File: config.mk
export PLATFORM = sky130hd
export DESIGN_NAME = clock_source_select
export DESIGN_NICKNAME = d
export VERILOG_FILES = /design/src/shared/clock_source_pkg.sv /design/src/core/clock_source_select.sv
export SDC_FILE = /design/constraint.sdc
export NUM_CORES = 1
export LEC_CHECK = 0
export BUFFER_PORTS_ARGS = -buffer_cell sky130_fd_sc_hd__buf_4
export CORE_UTILIZATION = 50
export CTS_CLUSTER_DIAMETER = 100
export DETAILED_ROUTE_END_ITERATION = 10
export HOLD_SLACK_MARGIN = 0.06
export PLACE_DENSITY = 0.87
export SLEW_MARGIN = 25
export SYNTH_ARGS = -nofsm -noshare
export SYNTH_HDL_FRONTEND = slang
export SYNTH_SLANG_ARGS = --single-unit
File: constraint.sdc
create_clock -name clk -period 2 [get_ports clk]
set_input_delay 0.4 -clock clk [delete_from_list [all_inputs] [get_ports clk]]
set_output_delay 0.4 -clock clk [all_outputs]
set_load 0.05 [all_outputs]
File: src/shared/clock_source_pkg.sv
package clock_source_pkg;

   // Clock mode field encoding (fixed mapping, see hand-over)
   typedef enum logic [2:0] {
      MODE_LP     = 3'h0,
      MODE_XT     = 3'h1,
      MODE_HS     = 3'h2,
      MODE_EC     = 3'h3,
      MODE_INTIO  = 3'h4,
      MODE_INTCLK = 3'h5,
      MODE_RC_PINS_FREE_MODE   = 3'h6,
      MODE_RC     = 3'h7
   } clock_mode_t;

   // Start-up state machine, Gray coded along powerup->count->run
   typedef enum logic [1:0] {
      ST_POWERUP = 2'h0,
      ST_COUNT   = 2'h1,
      ST_RUN     = 2'h3
   } startup_state_t;

   // APB byte addresses
   localparam logic [7:0] OSC_CONTROL_ADDR   = 8'h00;
   localparam logic [7:0] OSC_FREQ_TRIM_ADDR = 8'h04;
   localparam logic [7:0] CLOCK_STATUS_ADDR  = 8'h08;

   // Field positions
   localparam int FREQ_SEL_LSB = 4;
   localparam int LOCKED_BIT   = 3;
   localparam int STABLE_BIT   = 2;

   // Reset values
   localparam logic [1:0] FREQ_SEL_RESET = 2'h2;
   localparam logic [5:0] TRIM_RESET     = 6'h00;

   // Oscillations counted before leaving reset
   localparam int STARTUP_OSC_COUNT = 1024;

   // Clock and internal source timing
   localparam int CLK_FREQ_KHZ = 50000;
   localparam int SLOW_SRC_KHZ = 500;
   localparam int FAST_SRC_KHZ = 16000;
   // Postscaled source dividers from the 50 MHz clock
   localparam int SLOW_SRC_DIV = CLK_FREQ_KHZ / SLOW_SRC_KHZ;
   localparam int FAST_SRC_DIV = 3;

   // Settle times of the internal source after a trim change, in microseconds
   localparam int LOCK_TIME_US   = 20;
   localparam int STABLE_TIME_US = 100;
   localparam int LOCK_CYCLES    = LOCK_TIME_US * CLK_FREQ_KHZ / 1000;
   localparam int STABLE_CYCLES  = STABLE_TIME_US * CLK_FREQ_KHZ / 1000;

endpackage

File: src/core/clock_source_select.sv
// Added by the designer: the APB register port and the address map.
`timescale 1ns/1ps
`default_nettype none

module clock_source_select #(
   parameter int STARTUP_COUNT = clock_source_pkg::STARTUP_OSC_COUNT,
   parameter int STABLE_WAIT   = clock_source_pkg::STABLE_CYCLES
) (
   input  wire logic        clk,
   input  wire logic        rst_b,
   // APB slave
   input  wire logic        psel,
   input  wire logic        penable,
   input  wire logic        pwrite,
   input  wire logic [7:0]  paddr,
   input  wire logic [31:0] pwdata,
   output logic      [31:0] prdata,
   output logic             pready,
   output logic             pslverr,

   // Programmed configuration
   input  wire logic [2:0]  clockModeSel,
   input  wire logic        fastSourceEnable,

   // Start-up control
   input  wire logic        powerUpDelayDone,
   input  wire logic        wakeFromSleep,
   input  wire logic        systemClockRun,

   // Clock pins
   input  wire logic        primaryClockPin,
   output logic             primaryPinFree,
   output logic             secondaryPinOut,
   output logic             secondaryPinOe,
   output logic             secondaryPinFree,

   // Derived clocking
   output logic             intClockEn,
   output logic             holdInReset,
   output logic [5:0]       freqTrimValue
);

   ////////////////////////////////////////////////////////////////////////////
   // Mode decode

   clock_source_pkg::clock_mode_t mode;
   assign mode = clock_source_pkg::clock_mode_t'(clockModeSel);

   wire isCrystal = (mode == clock_source_pkg::MODE_LP) ||
                    (mode == clock_source_pkg::MODE_XT) ||
                    (mode == clock_source_pkg::MODE_HS);
   wire isInternal = (mode == clock_source_pkg::MODE_INTIO) ||
                     (mode == clock_source_pkg::MODE_INTCLK);
   wire clkOutRc  = (mode == clock_source_pkg::MODE_RC);
   wire clkOutInt = (mode == clock_source_pkg::MODE_INTCLK);

   // Modes that hand the secondary pin back to general I/O
   wire rcPinsFree  = (mode == clock_source_pkg::MODE_RC_PINS_FREE_MODE);
   wire extClock    = (mode == clock_source_pkg::MODE_EC);
   wire intPinsFree = (mode == clock_source_pkg::MODE_INTIO);

   ////////////////////////////////////////////////////////////////////////////
   // Primary pin synchroniser and edge detect

   logic pinSync1_q;
   logic pinSync2_q;
   logic pinLast_q;

   // Pin is asynchronous to clk; only the second stage is read
   always_ff @(posedge clk) begin
      if (!rst_b) begin
         pinSync1_q <= 1'b0;
         pinSync2_q <= 1'b0;
      end else begin
         pinSync1_q <= primaryClockPin;
         pinSync2_q <= pinSync1_q;
      end
   end

   // Cleared to the idle low level so no false edge follows reset
   always_ff @(posedge clk) begin
      if (!rst_b) begin
         pinLast_q <= 1'b0;
      end else begin
         pinLast_q <= pinSync2_q;
      end
   end

   wire pinRise = pinSync2_q && !pinLast_q;

   ////////////////////////////////////////////////////////////////////////////
   // Start-up counter

   clock_source_pkg::startup_state_t state_q;
   clock_source_pkg::startup_state_t state_d;
   logic [10:0] oscCount_q;
   logic [10:0] oscCount_d;

   wire countDone   = (oscCount_q == 11'(STARTUP_COUNT - 1)) && pinRise;
   wire wakeRestart = wakeFromSleep && isCrystal;

   // Crystal waits for oscillations, others start at once
   clock_source_pkg::startup_state_t firstState;
   assign firstState = isCrystal ? clock_source_pkg::ST_COUNT
                                 : clock_source_pkg::ST_RUN;

   always_comb begin
      state_d    = state_q;
      oscCount_d = oscCount_q;
      case (state_q)
         clock_source_pkg::ST_POWERUP: begin
            oscCount_d = 11'h000;
            if (powerUpDelayDone) begin
               state_d = firstState;
            end
         end

         clock_source_pkg::ST_COUNT: begin
            if (pinRise) begin
               oscCount_d = oscCount_q + 11'h001;
            end
            if (countDone) begin
               state_d = clock_source_pkg::ST_RUN;
            end
         end

         clock_source_pkg::ST_RUN: begin
            oscCount_d = 11'h000;
            if (wakeRestart) begin
               state_d = clock_source_pkg::ST_COUNT;
            end
         end

         default: begin
            state_d    = clock_source_pkg::ST_POWERUP;
            oscCount_d = 11'h000;
         end
      endcase
   end

   // Frozen while the system clock is stopped so nothing is lost
   always_ff @(posedge clk) begin
      if (!rst_b) begin
         state_q    <= clock_source_pkg::ST_POWERUP;
         oscCount_q <= 11'h000;
      end else if (systemClockRun) begin
         state_q    <= state_d;
         oscCount_q <= oscCount_d;
      end
   end

   assign holdInReset = (state_q != clock_source_pkg::ST_RUN);

   ////////////////////////////////////////////////////////////////////////////
   // Registers

   logic [1:0] freqSel_q;
   logic [5:0] trim_q;
   logic       fastSrc_q;

   wire       accessPhase  = psel && penable;
   wire       setupPhase   = psel && !penable;
   wire       writeEn      = accessPhase && pwrite;
   wire       hitControl   = (paddr == clock_source_pkg::OSC_CONTROL_ADDR);
   wire       hitTrim      = (paddr == clock_source_pkg::OSC_FREQ_TRIM_ADDR);
   wire       hitStatus    = (paddr == clock_source_pkg::CLOCK_STATUS_ADDR);
   wire       mapped       = hitControl || hitTrim || hitStatus;
   wire       controlWrite = writeEn && hitControl;
   wire       trimWrite    = writeEn && hitTrim;
   wire [1:0] freqSelIn    = pwdata[clock_source_pkg::FREQ_SEL_LSB +: 2];
   wire [5:0] trimIn       = pwdata[5:0];

   // No settling: the postscaler follows the new code at its next tick
   always_ff @(posedge clk) begin
      if (!rst_b) begin
         freqSel_q <= clock_source_pkg::FREQ_SEL_RESET;
      end else if (controlWrite) begin
         freqSel_q <= freqSelIn;
      end
   end

   always_ff @(posedge clk) begin
      if (!rst_b) begin
         trim_q <= clock_source_pkg::TRIM_RESET;
      end else if (trimWrite) begin
         trim_q <= trimIn;
      end
   end

   // Followed only while held in reset, so software can never move it
   always_ff @(posedge clk) begin
      if (!rst_b) begin
         fastSrc_q <= 1'b0;
      end else if (holdInReset) begin
         fastSrc_q <= fastSourceEnable;
      end
   end

   assign freqTrimValue = trim_q;

   ////////////////////////////////////////////////////////////////////////////
   // Lock and stability tracking; a trim write restarts settling

   logic [15:0] settle_q;

   wire settleClear = !rst_b || trimWrite;
   wire settleFull  = (settle_q == 16'(STABLE_WAIT));

   // Saturates so the flags never wrap back to unlocked
   always_ff @(posedge clk) begin
      if (settleClear) begin
         settle_q <= 16'h0000;
      end else if (!settleFull) begin
         settle_q <= settle_q + 16'h0001;
      end
   end

   wire locked = (settle_q >= 16'(clock_source_pkg::LOCK_CYCLES));
   wire stable = settleFull;

   ////////////////////////////////////////////////////////////////////////////
   // Internal source and postscaler

   logic [6:0] srcDiv_q;
   logic [2:0] post_q;
   logic [1:0] quarter_q;
   logic       clkOut_q;

   wire [6:0] srcLimit = fastSrc_q ? 7'(clock_source_pkg::FAST_SRC_DIV - 1)
                                   : 7'(clock_source_pkg::SLOW_SRC_DIV - 1);
   wire srcTick = (srcDiv_q == srcLimit);

   // Code 11 divides by 1, 00 by 8
   function automatic logic postHit(input logic [1:0] sel, input logic [2:0] cnt);
      case (sel)
         2'h3:    postHit = 1'b1;
         2'h2:    postHit = cnt[0];
         2'h1:    postHit = &cnt[1:0];
         default: postHit = &cnt;
      endcase
   endfunction

   assign intClockEn = srcTick && postHit(freqSel_q, post_q);

   always_ff @(posedge clk) begin
      if (!rst_b) begin
         srcDiv_q <= 7'h00;
         post_q   <= 3'h0;
      end else begin
         srcDiv_q <= srcTick ? 7'h00 : srcDiv_q + 7'h01;
         if (srcTick) begin
            post_q <= post_q + 3'h1;
         end
      end
   end

   // One step per system clock tick of the selected mode
   wire quarterStep = (clkOutInt && intClockEn) || (clkOutRc && pinRise);

   // Toggle every two system ticks gives a divide by four
   always_ff @(posedge clk) begin
      if (!rst_b) begin
         quarter_q <= 2'h0;
         clkOut_q  <= 1'b0;
      end else if (quarterStep) begin
         quarter_q <= quarter_q + 2'h1;
         if (quarter_q[0]) begin
            clkOut_q <= !clkOut_q;
         end
      end
   end

   ////////////////////////////////////////////////////////////////////////////
   // Pin ownership

   assign secondaryPinOe   = clkOutRc || clkOutInt;
   assign secondaryPinOut  = secondaryPinOe && clkOut_q;
   assign secondaryPinFree = rcPinsFree || extClock || intPinsFree;
   assign primaryPinFree   = isInternal;

   ////////////////////////////////////////////////////////////////////////////
   // APB read

   wire [7:0]  controlRead = {2'h0, freqSel_q, locked, stable, 2'h0};
   wire [31:0] controlWord = {24'h000000, controlRead};
   wire [31:0] trimWord    = {26'h0, trim_q};
   wire [31:0] statusWord  = {26'h0, fastSrc_q, holdInReset, clockModeSel, isCrystal};
   wire [31:0] readWord    = hitControl ? controlWord :
                             hitTrim    ? trimWord    :
                             hitStatus  ? statusWord  :
                                          32'h00000000;
   wire        readSetup   = setupPhase && !pwrite;

   // Zero wait states: every access ends in its first access cycle
   assign pready  = 1'b1;
   assign pslverr = accessPhase && !mapped;

   // Loaded in the setup cycle so the word stands at the access edge
   always_ff @(posedge clk) begin
      if (!rst_b) begin
         prdata <= 32'h00000000;
      end else if (readSetup) begin
         prdata <= readWord;
      end
   end

endmodule // clock_source_select

`default_nettype wire

==> results by group, run 1 <==
Clocking
  • Root buf cell: clkbuf_8
  • CTS tree: done
  • Total CTS buffers: 9
  • Worst-case clock buffer depth: 2
  • Clk slew on worst S/H paths: 0.07 ns
  • H-Tree Depth: 3
  • Clk sinks: 59
  • Clk_lat worst skew: 0.34 ns
  • Hold buffer count at CTS: 0

Die
  • Initial Util: 52.2%
  • CORE AREA: 5960 um^2
  • I/O pin count: 99
  • Row count: 28
  • Die span in x: 80.9 um
  • Die height: 80.9 um
  • Die area: 6540 um^2

Critical path
  • Setup crit start kind: flip-flop
  • Crit-path max cell delay: 0.34 ns
  • Crit path cell chain: ha_4 > ha_4 > mux2_4 > o21ai_2 > nor2_2 > buf_6
  • Worst path slowest cell: dfxtp_2
  • CP Max Fanout: 2
  • Worst Path Class, Setup: reg -> out
  • CP dominant cell by count: ha_4
  • WP data required: 1.60 ns
  • Crit-path leading delay family: flip-flops
  • Crit path arrival time: 1.61 ns
  • WP buf/inv: 1
  • CP Capture Type: primary output

STA
  • Final period util: 101%
  • Final setup viols: 1
  • Clk_skew: 0.00800 ns
  • Fin crit period: 2.01 ns
  • Max Slew Vio Count: 0
  • Fin. Hold Viols: 0
  • Hold slack: 0.268 ns
  • Slew headroom: 61.0%
  • RSZ-0062 raised after global routing: true
  • Fmax: 497 MHz
  • Worst Setup Slack, final: -0.0119 ns
  • Tightest Pin Transition: 0.581 ns

Logic synthesis
  • Syn Area/Cell: 8.59 um^2
  • Synth top area share: 38.0%
  • Synth top area cells: dfxtp_1, buf_4, mux2i_1
  • Most used DFF post-synth: dfxtp_1
  • Ys async rst share: 0%
  • Warnings from Yosys: 0
  • Seq/Total Area, Yosys: 38.0%
  • Synth unique cells: 55
  • Synth area leader: dfxtp_1
  • Number of synthesized register bits: 59
  • Mapped Area: 3110 um^2
  • Commonest cells post-synth: dfxtp_1, nor2_1, buf_4
  • Cell count after synthesis: 362
  • Most numerous cell in the Yosys netlist: dfxtp_1
  • EDFF count, synth: 0

Final layout
  • Number of diodes: 0
  • Area of the multi-input gates: 1780 um^2
  • P&R area growth vs syn: 19.8%
  • Share of cells above drive strength 1: 21.1%
  • Fin cells: 496
  • Register area: 1180 um^2
  • Fill cell count: 470
  • # nets final: 476

Power
  • Leak: 0.00152 uW
  • Pwr dens: 730 nW/um^2
  • Peak supply drop: 0.603 mV

Drt
  • Drt via density: 5.53
  • DR WL/cell: 13.7 um
  • DR WL met3: 410 um
  • Routed wl met2: 3330 um
  • Total routed wirelength: 6800 um
  • Iter 0 DRT Violations: 170
  • Remaining DRCs: 0
  • Pre-antenna DRT Iters: 5
  • Metal1 wirelength: 2940 um
  • ANT nets after route: 0
  • Top Metal Used: met4
  • Routed vias: 2,744

Hold path
  • HP Class: in -> reg

Global route
  • Initial antenna violation count: 0
  • Vias in the first global route: 2,428
  • Remaining global-route overflow: 0
  • Gr usage total: 22.6%
  • First-pass GRT wire length: 11,300 um
  • Pin count of the biggest net entering global routing: 39

Run status
  • Failing checks: setup timing
  • Outcome: finished with violations

Placement
  • Placer Congestion: 0.783
  • Buffers on Ports: 45
  • Cell count after placement: 478
  • HPWL after DPL: 4830 um

Flow run
  • Max Cap Viol: 0
layer usage:
layer / GRT usage (%) / up-vias
li1: - / 1337
met1: 27.8 / 1281
met2: 38.1 / 115
met3: 4.72 / 11
met4: 9.64 / 0
met5: 0 / -
cells by family (layout without fill, tap and decap cells):
logic type,after synthesis,in the layout,synth area share [%]
compound gates,60,60,12.9
xor+xnor,19,19,5.35
fa+ha+maj,6,6,2.41
buf+inv,46,80,9.13
mux,15,15,4.87
simple gates,155,155,27.2
other cells,2,27,0.241
flops,59,59,38.0
layout make-up:
cell class | count | area share (%)
well taps | 75 | 2.52
flip-flops and latches | 59 | 31.8
repair buffers | 56 | 11.4
multi-input cells | 282 | 47.7
inverters | 9 | 0.906
clock inverters | 5 | 2.08
clock buffers | 10 | 3.69
cells in the final DEF, fill, tap and decap left out, types with 11 or more instances in the layout:
| cell | count |
|---|---|
| nor2_1 | 29 |
| nand3_1 | 20 |
| nor2b_1 | 17 |
| conb_1 | 27 |
| buf_4 | 55 |
| dfxtp_1 | 57 |
| mux2i_1 | 14 |
| xnor2_1 | 12 |
| nand2_1 | 23 |
| a21oi_1 | 13 |
| o21ai_0 | 11 |
worst paths after layout:
check	startpoint	endpoint	slack, ns	cells after the start
setup / recovery	post_q[1]	intClockEn	-0.01	6
hold reg to reg	pinSync1_q	pinSync2_q	0.44	1
hold / removal	primaryClockPin	pinSync1_q	0.27	2
setup reg to reg	post_q[1]	quarter_q[0]	0.23	7
flip-flops by register name, indices dropped and copies added, names as in the netlist:
register	count
clkOut_q	1
fastSrc_q	1
freqSel_q	2
freqTrimValue	6
oscCount_q	11
pinLast_q	1
pinSync1_q	1
pinSync2_q	1
post_q	3
prdata	6
quarter_q	1
settle_q	16
srcDiv_q	7
state_q	2
repair_timing:
item | CTS | global route
pin swaps | 3 | 2
endpoints found under the setup margin | 1 | 1
setup buffers | 3 | 0
gates resized for setup | 10 | 2
power breakdown:
group	leakage [uW]	internal [uW]	switching [uW]
clock network	0.000108	724	464
registers	0.000479	1190	20.6
logic	0.000932	93.9	225
total	0.00152	2010	709
stage by stage:
step | setup slack [ns] | utilization, % | setup TNS (ns) | total power (uW) | cell area, um^2
floorplan | 0.0631 | - | 0 | 1510 | 3200
global placement | 0.230 | 57.9 | 0 | 1550 | 3450
detailed placement | 0.192 | 57.9 | 0 | 1550 | 3450
CTS | -0.0318 | 62.5 | -0.0318 | 2730 | 3720
global route | -0.0521 | 62.6 | -0.0521 | 2810 | 3730
finish | -0.0119 | 62.6 | -0.0119 | 2720 | 3730
Note: power is estimated with default switching activity, not from simulation.
==> run 2: changes to the inputs <==
GPL_TIMING_DRIVEN = 0   (was default)
==> run 2 against run 1 <==
  * The flow still finishes with violations (setup timing)
  * Largest power group unchanged
  * Register-to-register slack got worse by 0.04 ns
  * Sequential power barely moved
  * Final area increased by 5.0%
  * Wire length increased by 9.2%
  * Total power fell by 1.4%
  * Critical path depth fell by 2
  * Sequential cell count is the same
==> results by group, run 2 (synthesis gave the netlist of run 1 again) <==
Critical path
  • Crit path arrival time: 1.64 ns
  • WP data required: 1.60 ns
  • Reg-to-reg critical path startpoint: post_q[0]
  • Crit path from: srcDiv_q[3]
  • Setup crit start kind: flip-flop
  • Number of cells on the worst reg-to-reg path: 8
  • Worst Path Class, Setup: reg -> out
  • CP Capture Point: intClockEn
  • CP Capture Type: primary output
  • Reg2reg end: quarter_q[0]
  • R2r setup slk: 0.19 ns
  • CP Max Fanout: 9

Clocking
  • Clk_lat worst skew: 0.35 ns
  • Root buf cell: clkbuf_8
  • CTS tree: done
  • Total CTS buffers: 9
  • Clk slew on worst S/H paths: 0.07 ns
  • Worst-case clock buffer depth: 2
  • H-Tree Depth: 3
  • Clk sinks: 59

STA
  • Fmax: 491 MHz
  • Worst Setup Slack, final: -0.0371 ns
  • Slew headroom: 60.4%
  • Fin crit period: 2.04 ns
  • Clk_skew: 0.00680 ns
  • Max Slew Vio Count: 0
  • Final setup viols: 1
  • Final period util: 102%
  • RSZ-0062 raised after global routing: true
  • Tightest Pin Transition: 0.590 ns
  • Fin. Hold Viols: 0

Final layout
  • Number of diodes: 0
  • Share of cells above drive strength 1: 25.4%
  • Final Util: 65.7%
  • Biggest register: settle_q
  • Max reg flops: 16
  • Most frequent cells in the layout: buf_4, dfxtp_1, nor2_1
  • Cell area after layout: 3910 um^2
  • # nets final: 502
  • Commonest non-fill, non-tap cell in the layout: buf_4
  • Biggest regs: settle_q x16, oscCount_q x11, srcDiv_q x7
  • Fin cells: 523
  • P&R area growth vs syn: 25.8%

Drt
  • Routed vias: 2,829
  • Remaining DRCs: 0
  • Iter 0 DRT Violations: 112
  • Pre-antenna DRT Iters: 4
  • ANT nets after route: 0
  • Drt via density: 5.41
  • DR WL/cell: 14.2 um
  • Total routed wirelength: 7430 um

Placement
  • HPWL after DPL: 5030 um
  • Placement Setup Slack: -0.190 ns
  • Placer Congestion: 0.864
  • Buffers on Ports: 42
  • DP Area: 3610 um^2
  • Cell count after placement: 504

Power
  • Leak: 0.00164 uW
  • Design Power: 2680 uW
  • Pwr dens: 686 nW/um^2
  • Peak supply drop: 0.527 mV

Global route
  • First-pass GRT wire length: 11,500 um
  • Gr usage total: 23.3%
  • Vias in the first global route: 2,558
  • Initial antenna violation count: 0
  • Remaining global-route overflow: 0
  • Pin count of the biggest net entering global routing: 11

Die
  • I/O pin count: 99
  • Initial Util: 52.2%
  • CORE AREA: 5960 um^2
  • Die span in x: 80.9 um
  • Die height: 80.9 um
  • Row count: 28
  • Die area: 6540 um^2

Hold path
  • HP Class: in -> reg
  • Hold depth: 2

Run status
  • Failing checks: setup timing
  • Outcome: finished with violations

Flow run
  • Max Cap Viol: 0
[run 2: metal layers]
layer / track usage [%] / vias to the layer above / wire length (um)
met5: 0 / - / 0
met4: 15.2 / 0 / 258
met1: 26.9 / 1304 / 3190
met2: 39.4 / 118 / 3580
li1: - / 1387 / -
met3: 4.38 / 20 / 401
[run 2: area by class of cell]
class                      instances  area, um^2
clock buffer                      11         141
buffer                            36         246
multi-input combinational        282        1810
clock inverter                     5        52.6
inverter                           9        33.8
tap                               75        93.8
timing repair buffer              46         349
sequential                        59        1180
fill                             475        2040
[run 2: worst max-delay path, stage by stage (launching register included)]
cell,delay (ns)
dfxtp_1,0.36
nor4b_2,0.42
o21ai_4,0.18
nor2_2,0.16
buf_6,0.17
[run 2: worst min path at each step]
| stage | from | to | slack, ns |
|---|---|---|---|
| 6_report | primaryClockPin | pinSync1_q | 0.26 |
| 2_1_floorplan | pinSync1_q | pinSync2_q | 0.41 |
| 3_5_place_dp | pinSync1_q | pinSync2_q | 0.43 |
| 4_1_cts | primaryClockPin | pinSync1_q | 0.25 |
| 5_1_grt | primaryClockPin | pinSync1_q | 0.25 |
| 3_3_place_gp | pinSync1_q | pinSync2_q | 0.42 |
[run 2: metrics by stage]
stage | setup TNS [ns] | hold WS [ns]
2_1_floorplan | 0 | 0.412
3_3_place_gp | -1.65 | 0.417
3_5_place_dp | -2.02 | 0.430
5_1_grt | -0.108 | 0.254
6_report | -0.0371 | 0.257
4_1_cts | -0.0432 | 0.251
[run 2: what timing repair did]
item	4_1_cts	5_1_grt
buffers inserted	2	2
resized for setup	14	4
setup endpoints to repair	2	1
hold buffers	0	0
pin swaps	3	3
[run 2: power breakdown]
part	internal [uW]	leakage (uW)	switching (uW)
logic	129	0.00106	239
registers	1190	0.000478	23.7
clock network	603	0.0000991	495
==> run 3: changes to the inputs <==
CTS_BUF_LIST = sky130_fd_sc_hd__clkbuf_4   (was default)
==> run 3 against run 2 <==
  * Die area stayed put
  * Critical path depth rose by 2
  * The flow still finishes with violations (setup timing)
  * Critical path type unchanged
  * Wire length shrank 4.5%
  * Sequential share of layout area increased by 0.59 points
  * Fmax down 3.4%
  * First-iteration DRC count increased by 31%
  * Cell count decreased by 0.38%
  * Sequential power hardly changed
  * Count of clock-buffer cells in the layout down 1
  * Worst hold slack lost 0.063 ns
  * Clock skew is 0.0092 ns higher
==> results by group, run 3 (synthesis gave the netlist of run 1 again) <==
Critical path
  • CP Max Fanout: 2
  • Number of cells on the worst reg-to-reg path: 4
  • WP data required: 1.60 ns
  • Crit path arrival time: 1.71 ns
  • Worst Path Class, Setup: reg -> out
  • Setup crit start kind: flip-flop
  • CP Capture Type: primary output

Power
  • Peak supply drop: 0.517 mV
  • Design Power: 2420 uW
  • Seq pwr share: 50.2%
  • Clock power frac: 34.7%
  • Sw Ratio: 29.5%
  • Cell Int Power: 1710 uW
  • Combinational power share: 15.1%
  • Total net switching power: 715 uW
  • Pwr dens: 631 nW/um^2
  • Leak: 0.00160 uW

Placement
  • Cell count after placement: 504
  • Placer Congestion: 0.864
  • HPWL after DPL: 5030 um
  • Buffers on Ports: 42

Drt
  • Remaining DRCs: 0
  • Drt via density: 5.43
  • Pre-antenna DRT Iters: 4
  • DR WL/cell: 13.6 um
  • Iter 0 DRT Violations: 147
  • Total routed wirelength: 7090 um
  • Routed vias: 2,827
  • ANT nets after route: 0

Final layout
  • Number of diodes: 0
  • Share of cells above drive strength 1: 24.9%
  • # nets final: 500
  • Commonest non-fill, non-tap cell in the layout: buf_4
  • Fill cell count: 490
  • Most frequent cells in the layout: buf_4, dfxtp_1, nor2_1
  • Fin cells: 521
  • P&R area growth vs syn: 23.3%
  • Final Util: 64.4%
  • Biggest register: settle_q
  • Biggest regs: settle_q x16, oscCount_q x11, srcDiv_q x7
  • Max reg flops: 16

Global route
  • Global Route met3 Usage: 5.73%
  • Gr usage total: 22.8%
  • Remaining global-route overflow: 0
  • Initial antenna violation count: 0
  • GR Util met2: 39.0%
  • Vias in the first global route: 2,546
  • Grt peak-use layer: met2
  • First-pass GRT wire length: 11,300 um
  • Met1 usage: 25.8%
  • Pin count of the biggest net entering global routing: 11

Clocking
  • CTS tree: done
  • Clk sinks: 59
  • Clk_lat worst skew: 0.41 ns
  • H-Tree Depth: 3
  • Root buf cell: clkbuf_4
  • Worst-case clock buffer depth: 2
  • Clk slew on worst S/H paths: 0.11 ns
  • Hold buffer count at CTS: 0
  • Total CTS buffers: 9

Hold path
  • Hold depth: 2
  • HP Class: in -> reg

STA
  • Max Slew Vio Count: 0
  • Slew headroom: 60.4%
  • Clk_skew: 0.0160 ns
  • Fin crit period: 2.11 ns
  • Final setup viols: 1
  • Fin. Hold Viols: 0
  • RSZ-0062 raised after global routing: true
  • Final period util: 105%
  • Fmax: 474 MHz
  • Tightest Pin Transition: 0.589 ns
  • Worst Setup Slack, final: -0.108 ns

Die
  • Row count: 28
  • Die height: 80.9 um
  • I/O pin count: 99
  • Initial Util: 52.2%
  • Die area: 6540 um^2
  • CORE AREA: 5960 um^2
  • Die span in x: 80.9 um

Run status
  • Outcome: finished with violations
  • Failing checks: setup timing

Flow run
  • Max Cap Viol: 0
run 3: cell count changes in the layout (fill, tap and decap cells not counted), sizes merged:
cell    previous run  this run
buf               76        74
clkbuf            17        16
clkinv             3         4
run 3: metal layers:
layer,part of all wire [%],vias up
li1,-,1383
met1,43,1307
met2,48,114
met3,6.2,23
met4,3.4,0
met5,0,-
run 3: worst paths after layout:
path,to,slack (ns),start
max,intClockEn,-0.11,post_q[1]
min,pinSync1_q,0.19,primaryClockPin
max reg2reg,settle_q[15],0.28,settle_q[7]
min reg2reg,pinSync2_q,0.45,pinSync1_q
run 3: power by group through the flow:
stage	logic (uW)	clock network (uW)	registers, uW
after floorplan	274	0	1230
after global placement	344	0	1240
after detailed placement	350	0	1240
after CTS	356	848	1210
after global routing	391	899	1220
final	365	840	1220
run 3: final cells by class:
| type | count | area (um^2) | area share, % |
|---|---|---|---|
| Multi-Input combinational cell | 282 | 1810 | 47.2 |
| Inverter | 9 | 33.8 | 0.881 |
| Sequential cell | 59 | 1180 | 30.9 |
| Timing Repair Buffer | 44 | 334 | 8.71 |
| Buffer | 36 | 246 | 6.43 |
| Tap cell | 75 | 93.8 | 2.45 |
| Clock buffer | 10 | 75.1 | 1.96 |
| Clock inverter | 6 | 56.3 | 1.47 |
run 3: what timing repair did:
item | in CTS | in global routing
setup buffers | 2 | 0
resized for setup | 13 | 4
endpoints found under the setup margin | 2 | 1
pin swaps | 3 | 2
run 3: critical path, stage by stage, from the launching register on:
cell	delay, ns
dfxtp_2	0.35
ha_4	0.17
ha_4	0.14
mux2_4	0.28
o21ai_2	0.15
nor2_2	0.06
buf_6	0.16
run 3: through the flow:
step / worst slack [ns] / setup TNS (ns) / hold WS [ns] / cell area, um^2
after floorplan: 0.0631 / 0 / 0.412 / 3200
after global placement: -0.159 / -1.65 / 0.417 / 3610
after detailed placement: -0.190 / -2.02 / 0.430 / 3610
after CTS: -0.132 / -0.132 / 0.177 / 3810
after global routing: -0.193 / -0.193 / 0.171 / 3830
final: -0.108 / -0.108 / 0.194 / 3830
